File: config.mk
export PLATFORM = sky130hd
export DESIGN_NAME = bpio_port_top
export DESIGN_NICKNAME = d
export VERILOG_FILES = /design/src/bpio_pkg.sv /design/src/bpio_edge_if.sv /design/src/bpio_edge_detect.sv /design/src/bpio_port_top.sv
export SDC_FILE = /design/constraint.sdc
export NUM_CORES = 1
export LEC_CHECK = 0
export BUFFER_PORTS_ARGS = -buffer_cell sky130_fd_sc_hd__buf_2
export CAP_MARGIN = 20
export CORE_ASPECT_RATIO = 1.4
export CORE_UTILIZATION = 40
export CTS_CLUSTER_DIAMETER = 150
export DETAILED_ROUTE_END_ITERATION = 16
export PLACE_DENSITY = 0.77
export SYNTH_ARGS = -nofsm -noshare
export SYNTH_HDL_FRONTEND = slang
export SYNTH_SLANG_ARGS = --single-unit
File: constraint.sdc
create_clock -name clk_sys -period 2.58 [get_ports clk_sys]
set_clock_uncertainty 0.05 [all_clocks]
set_input_delay 0.129 -clock clk_sys [delete_from_list [all_inputs] [get_ports clk_sys]]
set_output_delay 0.129 -clock clk_sys [all_outputs]
set_load 0.05 [all_outputs]
File: src/bpio_pkg.sv
package bpio_pkg;

  // port numbering inside the block: a, c, d, e, f
  localparam int          NPORT        = 5;
  localparam int          PW           = 8;
  localparam int          PORT_C       = 1;

  // register byte offsets on the bus
  localparam logic [7:0]  PORT_A_DATA_OFS = 8'h00;
  localparam logic [7:0]  PORT_A_DIR_OFS  = 8'h04;
  localparam logic [7:0]  PORT_STRIDE     = 8'h08;
  localparam logic [7:0]  PIN_IRQ_OFS     = 8'h28;
  localparam logic [7:0]  WAKE_EN_OFS     = 8'h2C;
  localparam logic [7:0]  POWER_DOWN_OFS  = 8'h30;
  localparam logic [7:0]  IRQ_STATUS_OFS  = 8'h34;
  localparam logic [7:0]  IRQ_MASK_OFS    = 8'h38;
  localparam logic [7:0]  BIT_MODIFY_OFS  = 8'h3C;

  // reset values
  localparam logic [7:0]  PORT_RST     = 8'hFF;
  localparam logic [7:0]  WAKE_EN_RST  = 8'h00;
  localparam logic [2:0]  PIN_IRQ_RST  = 3'h0;
  localparam logic [1:0]  IRQ_RST      = 2'h0;

  // open-drain lines of port c have no direction bit
  localparam logic [7:0]  PC_OD_MASK   = 8'h0C;

  // pin interrupt register fields
  localparam int          PIRQ_EN_LSB    = 0;
  localparam int          PIRQ_CAUSE_LSB = 4;
  localparam int          NPIRQ          = 3;
  // port c pin numbers of the three interrupt sources
  localparam int          PIRQ_PIN0      = 0;
  localparam int          PIRQ_PIN1      = 5;
  localparam int          PIRQ_PIN2      = 7;

  // status bits
  localparam int          ST_WAKE      = 0;
  localparam int          ST_PIRQ      = 1;

  // bit modify command fields
  localparam int          BM_BIT_LSB   = 0;
  localparam int          BM_TGT_LSB   = 4;
  localparam int          BM_VAL_BIT   = 8;

endpackage : bpio_pkg

File: src/bpio_edge_if.sv
`timescale 1ns/1ps
interface bpio_edge_if #(parameter int W = 8);
  logic [W-1:0] level;  // raw pin levels, asynchronous to clk_sys
  logic [W-1:0] fall;   // one-cycle high-to-low pulse per pin

  modport detector (input level, output fall);
  modport user     (output level, input fall);
endinterface : bpio_edge_if

File: src/bpio_edge_detect.sv
`timescale 1ns/1ps
module bpio_edge_detect #(
  parameter int W = 8
) (
  input  wire logic     clk_sys,
  input  wire logic     reset,
  bpio_edge_if.detector ep
);

  logic [W-1:0] sync1_r;
  logic [W-1:0] sync2_r;
  logic [W-1:0] prev_r;
  logic [W-1:0] fall_r;

  // two-stage synchroniser, idle high so reset gives no false edge
  always_ff @(posedge clk_sys) begin
    if (reset) begin
      sync1_r <= '1;
      sync2_r <= '1;
      prev_r  <= '1;
    end else begin
      sync1_r <= ep.level;
      sync2_r <= sync1_r;
      prev_r  <= sync2_r;
    end
  end

  // high-to-low compare on synchronised levels only
  always_ff @(posedge clk_sys) begin
    if (reset) begin
      fall_r <= '0;
    end else begin
      fall_r <= prev_r & ~sync2_r;
    end
  end

  assign ep.fall = fall_r;

endmodule : bpio_edge_detect

File: src/bpio_port_top.sv
`timescale 1ns/1ps
module bpio_port_top (
  input  wire logic                  clk_sys,
  input  wire logic                  reset,
  // classic wishbone slave
  input  wire logic                  wb_cyc_i,
  input  wire logic                  wb_stb_i,
  input  wire logic                  wb_we_i,
  input  wire logic [7:0]            wb_adr_i,
  input  wire logic [3:0]            wb_sel_i,
  input  wire logic [31:0]           wb_dat_i,
  output logic      [31:0]           wb_dat_o,
  output logic                       wb_ack_o,
  // pins, index 0..4 = ports a, c, d, e, f
  input  wire logic [4:0][7:0]       pad_in,
  output logic      [4:0][7:0]       pad_out,
  output logic      [4:0][7:0]       pad_oe,
  input  wire logic [4:0][7:0]       pullup_option,
  output logic      [4:0][7:0]       pullup_en,
  // core power-down and interrupt
  output logic                       core_halt,
  output logic                       irq
);

  ////////////////////////////////////////////////////////////////////////////
  // declarations

  localparam int NP = bpio_pkg::NPORT;

  logic [NP-1:0][7:0] data_r;       // output latches
  logic [NP-1:0][7:0] dir_r;        // direction, 1 = input
  logic [NP-1:0][7:0] dir_eff;      // direction with unimplemented bits
  logic [NP-1:0][7:0] port_rd;      // value a port read returns
  logic [7:0]         wake_en_r;
  logic [2:0]         pirq_en_r;
  logic [2:0]         pirq_cause_r;
  logic [1:0]         irq_sts_r;
  logic [1:0]         irq_mask_r;
  logic               halt_r;
  logic               ack_r;
  logic [31:0]        rdat_r;
  logic               irq_r;
  logic [NP-1:0][7:0] pout_r;
  logic [NP-1:0][7:0] poe_r;
  logic [NP-1:0][7:0] pull_r;

  logic               acc;          // new bus request this cycle
  logic               wr;           // register write strobe
  logic [7:0]         adr;
  logic [7:0]         wd;
  logic               wake_evt;
  logic [2:0]         pirq_set;
  logic               bm_hit;
  logic [3:0]         bm_tgt;
  logic [2:0]         bm_bit;
  logic               bm_val;
  logic [7:0]         bm_base;
  logic [7:0]         bm_new;
  logic [31:0]        rd_mux;

  bpio_edge_if #(.W(8)) wake_ep ();
  bpio_edge_if #(.W(3)) pirq_ep ();

  ////////////////////////////////////////////////////////////////////////////
  // bus decode

  // take a request once; the answer flop blocks a second take
  assign acc    = wb_cyc_i & wb_stb_i & ~ack_r;
  assign wr     = acc & wb_we_i & wb_sel_i[0];
  assign adr    = {wb_adr_i[7:2], 2'b00};
  assign wd     = wb_dat_i[7:0];

  // bit modify command: target 0..4 data, 5..9 direction
  assign bm_hit = wr & (adr == bpio_pkg::BIT_MODIFY_OFS);
  assign bm_bit = wb_dat_i[bpio_pkg::BM_BIT_LSB +: 3];
  assign bm_tgt = wb_dat_i[bpio_pkg::BM_TGT_LSB +: 4];
  assign bm_val = wb_dat_i[bpio_pkg::BM_VAL_BIT];

  ////////////////////////////////////////////////////////////////////////////
  // port read values

  // port c open-drain lines always act as outputs
  generate
    for (genvar p = 0; p < NP; p++) begin : g_rd
      if (p == bpio_pkg::PORT_C) begin : g_c
        assign dir_eff[p] = dir_r[p] & ~bpio_pkg::PC_OD_MASK;
      end else begin : g_o
        assign dir_eff[p] = dir_r[p];
      end
      // inputs read live pins, outputs read the latch
      assign port_rd[p] = (dir_eff[p] & pad_in[p])
                        | (~dir_eff[p] & data_r[p]);
    end
  endgenerate

  // read-modify-write base: whole port as read, then one bit changed
  always_comb begin
    bm_base = 8'h00;
    if (bm_tgt < 4'(NP)) begin
      bm_base = port_rd[bm_tgt[2:0]];
    end else if (bm_tgt < 4'(2 * NP)) begin
      bm_base = dir_eff[3'(bm_tgt - 4'(NP))];
    end
    bm_new         = bm_base;
    bm_new[bm_bit] = bm_val;
  end

  ////////////////////////////////////////////////////////////////////////////
  // data and direction registers

  generate
    for (genvar p = 0; p < NP; p++) begin : g_reg
      localparam logic [7:0] DOFS = 8'(bpio_pkg::PORT_A_DATA_OFS
                                       + p * bpio_pkg::PORT_STRIDE);
      localparam logic [7:0] COFS = 8'(bpio_pkg::PORT_A_DIR_OFS
                                       + p * bpio_pkg::PORT_STRIDE);
      // output latch holds until the next data write
      always_ff @(posedge clk_sys) begin
        if (reset) begin
          data_r[p] <= bpio_pkg::PORT_RST;
        end else if (wr & (adr == DOFS)) begin
          data_r[p] <= wd;
        end else if (bm_hit & (bm_tgt == 4'(p))) begin
          data_r[p] <= bm_new;
        end
      end
      // direction takes effect on the write, no other sequence
      always_ff @(posedge clk_sys) begin
        if (reset) begin
          dir_r[p] <= bpio_pkg::PORT_RST;
        end else if (wr & (adr == COFS)) begin
          dir_r[p] <= wd;
        end else if (bm_hit & (bm_tgt == 4'(p + NP))) begin
          dir_r[p] <= bm_new;
        end
      end
    end
  endgenerate

  ////////////////////////////////////////////////////////////////////////////
  // pin drivers

  generate
    for (genvar p = 0; p < NP; p++) begin : g_pin
      always_ff @(posedge clk_sys) begin
        if (reset) begin
          pout_r[p] <= 8'h00;
          poe_r[p]  <= 8'h00;
          pull_r[p] <= 8'h00;
        end else begin
          pout_r[p] <= data_r[p];
          poe_r[p]  <= ~dir_eff[p];
          pull_r[p] <= pullup_option[p] & dir_eff[p];
          if (p == bpio_pkg::PORT_C) begin
            // open-drain: drive low only, never pulled up
            pout_r[p] <= data_r[p] & ~bpio_pkg::PC_OD_MASK;
            poe_r[p]  <= (~dir_eff[p] & ~bpio_pkg::PC_OD_MASK)
                       | (~data_r[p] & bpio_pkg::PC_OD_MASK);
            pull_r[p] <= pullup_option[p] & dir_eff[p];
          end
        end
      end
    end
  endgenerate

  ////////////////////////////////////////////////////////////////////////////
  // edge detection on wake and pin interrupt sources

  assign wake_ep.level = pad_in[0];
  assign pirq_ep.level = {pad_in[bpio_pkg::PORT_C][bpio_pkg::PIRQ_PIN2],
                          pad_in[bpio_pkg::PORT_C][bpio_pkg::PIRQ_PIN1],
                          pad_in[bpio_pkg::PORT_C][bpio_pkg::PIRQ_PIN0]};

  bpio_edge_detect #(.W(8)) u_wake_edge (
    .clk_sys (clk_sys),
    .reset   (reset),
    .ep      (wake_ep)
  );

  bpio_edge_detect #(.W(3)) u_pirq_edge (
    .clk_sys (clk_sys),
    .reset   (reset),
    .ep      (pirq_ep)
  );

  // any selected port a falling edge while halted wakes the core
  assign wake_evt = halt_r & |(wake_ep.fall & wake_en_r);
  assign pirq_set = pirq_ep.fall & pirq_en_r;

  ////////////////////////////////////////////////////////////////////////////
  // wake-up and power-down

  always_ff @(posedge clk_sys) begin
    if (reset) begin
      wake_en_r <= bpio_pkg::WAKE_EN_RST;
    end else if (wr & (adr == bpio_pkg::WAKE_EN_OFS)) begin
      wake_en_r <= wd;
    end
  end

  // halt holds until a wake edge; a wake beats a new halt request
  always_ff @(posedge clk_sys) begin
    if (reset) begin
      halt_r <= 1'b0;
    end else if (wake_evt) begin
      halt_r <= 1'b0;
    end else if (wr & (adr == bpio_pkg::POWER_DOWN_OFS) & wd[0]) begin
      halt_r <= 1'b1;
    end
  end

  ////////////////////////////////////////////////////////////////////////////
  // pin interrupt enable and cause

  always_ff @(posedge clk_sys) begin
    if (reset) begin
      pirq_en_r <= bpio_pkg::PIN_IRQ_RST;
    end else if (wr & (adr == bpio_pkg::PIN_IRQ_OFS)) begin
      pirq_en_r <= wd[bpio_pkg::PIRQ_EN_LSB +: 3];
    end
  end

  // cause bits: written 0 clears, a new event wins over the clear
  always_ff @(posedge clk_sys) begin
    if (reset) begin
      pirq_cause_r <= bpio_pkg::PIN_IRQ_RST;
    end else if (wr & (adr == bpio_pkg::PIN_IRQ_OFS)) begin
      pirq_cause_r <= (pirq_cause_r & wd[bpio_pkg::PIRQ_CAUSE_LSB +: 3])
                    | pirq_set;
    end else begin
      pirq_cause_r <= pirq_cause_r | pirq_set;
    end
  end

  ////////////////////////////////////////////////////////////////////////////
  // interrupt status, mask and output

  always_ff @(posedge clk_sys) begin
    if (reset) begin
      irq_sts_r <= bpio_pkg::IRQ_RST;
    end else begin
      irq_sts_r[bpio_pkg::ST_WAKE] <= wake_evt |
        (irq_sts_r[bpio_pkg::ST_WAKE] &
         ~(wr & (adr == bpio_pkg::IRQ_STATUS_OFS) & wd[bpio_pkg::ST_WAKE]));
      irq_sts_r[bpio_pkg::ST_PIRQ] <= (|pirq_set) |
        (irq_sts_r[bpio_pkg::ST_PIRQ] &
         ~(wr & (adr == bpio_pkg::IRQ_STATUS_OFS) & wd[bpio_pkg::ST_PIRQ]));
    end
  end

  always_ff @(posedge clk_sys) begin
    if (reset) begin
      irq_mask_r <= bpio_pkg::IRQ_RST;
    end else if (wr & (adr == bpio_pkg::IRQ_MASK_OFS)) begin
      irq_mask_r <= wd[1:0];
    end
  end

  always_ff @(posedge clk_sys) begin
    if (reset) begin
      irq_r <= 1'b0;
    end else begin
      irq_r <= |(irq_sts_r & irq_mask_r);
    end
  end

  ////////////////////////////////////////////////////////////////////////////
  // read mux and answer

  // pins are sampled in the cycle the request is taken
  always_comb begin
    rd_mux = 32'h0000_0000;
    for (int p = 0; p < NP; p++) begin
      if (adr == 8'(bpio_pkg::PORT_A_DATA_OFS + p * bpio_pkg::PORT_STRIDE))
      begin
        rd_mux = {24'h00_0000, port_rd[p]};
      end
      if (adr == 8'(bpio_pkg::PORT_A_DIR_OFS + p * bpio_pkg::PORT_STRIDE))
      begin
        rd_mux = {24'h00_0000, dir_eff[p]};
      end
    end
    case (adr)
      bpio_pkg::PIN_IRQ_OFS:    rd_mux = {25'h000_0000, pirq_cause_r,
                                          1'b0, pirq_en_r};
      bpio_pkg::WAKE_EN_OFS:    rd_mux = {24'h00_0000, wake_en_r};
      bpio_pkg::POWER_DOWN_OFS: rd_mux = {31'h0000_0000, halt_r};
      bpio_pkg::IRQ_STATUS_OFS: rd_mux = {30'h0000_0000, irq_sts_r};
      bpio_pkg::IRQ_MASK_OFS:   rd_mux = {30'h0000_0000, irq_mask_r};
      default:                  rd_mux = rd_mux;
    endcase
  end

  // one answer per request, dropped in the following cycle
  always_ff @(posedge clk_sys) begin
    if (reset) begin
      ack_r  <= 1'b0;
      rdat_r <= 32'h0000_0000;
    end else begin
      ack_r  <= acc;
      if (acc & ~wb_we_i) begin
        rdat_r <= rd_mux;
      end
    end
  end

  ////////////////////////////////////////////////////////////////////////////
  // outputs

  assign wb_ack_o  = ack_r;
  assign wb_dat_o  = rdat_r;
  assign pad_out   = pout_r;
  assign pad_oe    = poe_r;
  assign pullup_en = pull_r;
  assign core_halt = halt_r;
  assign irq       = irq_r;

endmodule : bpio_port_top

==> results.sh <==
export IMPL_status="finished clean"
export IMPL_gp_congestion=1.026
export IMPL_combPwrFrac_pct=14.3
export IMPL_viasPerCell=5.693
export IMPL_power_density_nw_per_um2=650.1
export IMPL_antenna_found_initial=0
export IMPL_cts_resized=0
export IMPL_yosysMostFrequentCell="dfxtp_1"
export IMPL_route_detailed_drc=0
export IMPL_hold_viol_final=0
export IMPL_grt_remaining_overflow=0
export IMPL_grt_total_usage_pct=30.36
export IMPL_power_share_clock_pct=41.1
export IMPL_core_area_um2=27570
export IMPL_netlist_instances=1212
export IMPL_fin_total_pwr_mw=9.532
export IMPL_final_cells=1941
export IMPL_ant_nets=0
export IMPL_start_util_pct=40.47
export IMPL_postSynthAreaPerCell_um2=9.204
export IMPL_crit_arrival_ps=2760
export IMPL_finalMaxSlewViolations=0
export IMPL_finalCritPeriodShare_pct=93.10
export IMPL_dp_hpwl_um=31600
export IMPL_place_worst_setup_slack_ps=182.4
export IMPL_place_inst=1845
export IMPL_hold_start="wb_dat_i[0]"
export IMPL_ctsRootBufferMaster="clkbuf_16"
export IMPL_die_area_um2=28570
export IMPL_clock_fmax_mhz=416.3
export IMPL_critical_path_class="reg2reg"
export IMPL_rsz0062_at_grt="false"
export IMPL_ctsHoldBuffers=52
export IMPL_synth_top_cells_by_count="267 x dfxtp_1, 141 x nor2_1, 97 x nand2_1, 61 x a221oi_1, 58 x o21ai_1"
export IMPL_worst_r2r_setup_slack_ps=180
export IMPL_htreeDepth=1
export IMPL_die_x_um=143.1
export IMPL_synthArstFlopShare_pct=0
export IMPL_worst_path_max_fanout=9
export IMPL_die_h_um=199.6
export IMPL_dr_first_iter_drc_count=981
export IMPL_final_util_pct=53.19
export IMPL_synthFlopType="dfxtp_1"
export IMPL_power_net_switching_mw=2.579
export IMPL_setup_viol=0
export IMPL_drive_gt1_share_pct=29.85
export IMPL_routedWlPerCell_um=22.63
export IMPL_synthTopCellsByArea="dfxtp_1 48%, a221oi_1 4.8%, nor2_1 4.7%"
export IMPL_yosysTopAreaCell="dfxtp_1"
export IMPL_relSlewSlack_pct=35.46
export IMPL_critPathLaunchType="flip-flop"
export IMPL_diodes=0
export IMPL_ys_seq_area_share_pct=47.91
export IMPL_synth_area_um2=11160
export IMPL_switching_share_pct=27.06
export IMPL_grt_pass1_wl_um=63850
export IMPL_hold_path_cell_count=3
export IMPL_fill_cells=2489
export IMPL_regArea_um2=5345
export IMPL_synth_top_area_share_pct=47.91
export IMPL_finalNetCount=1688
export IMPL_ios=284
export IMPL_cts_made_buffers=25
export IMPL_finalWorstSetupSlack_ps=177.9
export IMPL_p_seq_share_pct=44.5
export IMPL_clock_sinks=267
export IMPL_r2r_end="data_r[23]"
export IMPL_grt_max_degree=131
export IMPL_min_period_ps=2402
export IMPL_ys_warn_count=0
export IMPL_synth_distinct_cells=79
export IMPL_p_int_mw=6.953
export IMPL_setup_tns_ps=0
export IMPL_post_cts_buffers=0
export IMPL_final_area_um2=14660
export IMPL_tritoncts="yes"
export IMPL_ir_drop_mv=0.5145
export IMPL_num_rows=72
export IMPL_syn2layout_area_growth_pct=31.44
export IMPL_grt_pass1_vias=10570
export IMPL_port_buffers=223
export IMPL_rr_worst_depth=7
export IMPL_min_to="data_r[16]"
export IMPL_hold_path_class="in2reg"
export IMPL_rr_startpoint="wb_ack_o"
export IMPL_tightest_slew_ps=968.1
export IMPL_multi_input_area_um2=5285
export IMPL_dr_pass1_iters=5
export IMPL_p_leak_nw=6.487
export IMPL_ys_ff_latch=267
export IMPL_via_count=11050
export IMPL_path_clk_slew_ps=70
export IMPL_drv_cap=0
export IMPL_endpoint_kind="flip-flop"
export IMPL_routed_wl_um=43930
export IMPL_cp_required_ps=2940
export IMPL_clockBufferDepth=3
export IMPL_dpl_instance_area_um2=13270
export IMPL_hold_ws_ps=63.85
export IMPL_clk_insertion_delay_late_ps=530
export IMPL_synth_edf_count=0
## critical path, stage by stage, from the launching register on
cell	delay, ps
dfxtp_1	300
nand3b_1	250
or2_1	340
buf_4	220
nor2_2	340
a21oi_1	320
a221oi_1	340
o21ai_1	110
## kinds of logic (layout without fill, tap and decap cells)
| family | after synthesis | count (layout) | synth area share, % |
|---|---|---|---|
| AOI/OAI and AO/OA | 336 | 336 | 20.97 |
| xor gates and xnor gates | 2 | 2 | 0.2244 |
| adders and majority gates | 5 | 5 | 0.5608 |
| buffers and inverters | 127 | 459 | 5.619 |
| DFF | 267 | 267 | 47.91 |
| muxes | 60 | 60 | 6.079 |
| other | 1 | 28 | 0.03362 |
| and+or+nand+nor | 414 | 414 | 18.60 |
## flip-flops by register name, summed over array words and instances, names as in the netlist
signal,flops
u_pirq_edge.ep.fall,3
irq_sts_r,2
irq_mask_r,2
u_pirq_edge.sync1_r,3
u_wake_edge.sync1_r,8
u_pirq_edge.sync2_r,3
pirq_cause_r,3
pullup_en,38
pirq_en_r,3
wb_ack_o,1
u_pirq_edge.prev_r,3
data_r,40
core_halt,1
dir_eff,38
u_wake_edge.prev_r,8
wb_dat_o,8
u_wake_edge.ep.fall,8
pad_out,38
u_wake_edge.sync2_r,8
wake_en_r,8
irq,1
pad_oe,40
## cells in the final DEF, fill, tap and decap left out, types with 5 or more instances in the layout
cell type	n
dfxtp_1	267
buf_2	222
nor2_1	141
buf_4	114
nand2_1	97
a221oi_1	61
o21ai_1	58
a21oi_1	52
dlygate4sd3_1	52
nor2b_1	48
mux2i_1	43
or2_2	36
nand3_1	36
o211ai_1	31
conb_1	28
clkbuf_16	25
o21ai_0	21
inv_1	19
mux2_2	12
a211oi_1	11
a31oi_1	11
nand2b_1	9
o221ai_1	9
o31ai_1	9
a22oi_1	8
o22ai_1	8
nor2_2	7
a2bb2oi_1	7
o21a_1	6
buf_12	6
mux4_2	5
nor3_2	5
nor3_1	5
o21bai_1	5
ha_1	5
## worst max-delay path by stage
stage / end / slack (ps) / cells past startpoint / startpoint
after floorplan: dir_eff[25] / 110 / 11 / wb_dat_i[4]
after global placement: dir_eff[39] / 190 / 11 / wb_dat_i[5]
after detailed placement: data_r[37] / 180 / 12 / wb_dat_i[5]
final: data_r[23] / 180 / 7 / wb_ack_o
after global routing: data_r[20] / 80 / 7 / wb_ack_o
after CTS: dir_eff[39] / 230 / 6 / wb_ack_o
## metal layers
metal | share of wire (%) | GRT usage [%]
met1 | 37 | 35.00
met2 | 48 | 51.22
met3 | 7.5 | 4.553
met4 | 7.2 | 21.62
met5 | 0 | 0
## power by group through the flow
stage,registers (mW),clock network [mW],logic (mW)
after global routing,4.25,4.16,1.43
after detailed placement,4.34,0,1.27
after floorplan,4.59,0,0.567
after global placement,4.34,0,1.27
final,4.25,3.92,1.37
after CTS,4.24,3.98,1.34
## final cells by class
cell class | count | area share (%)
sequential | 267 | 36.45
inverter | 20 | 0.5120
multi-input combinational | 845 | 36.04
clock buffer | 31 | 4.693
timing repair buffer | 395 | 17.86
tap | 370 | 3.157
clock inverter | 13 | 1.280
Power figures use the tool's default switching activity.
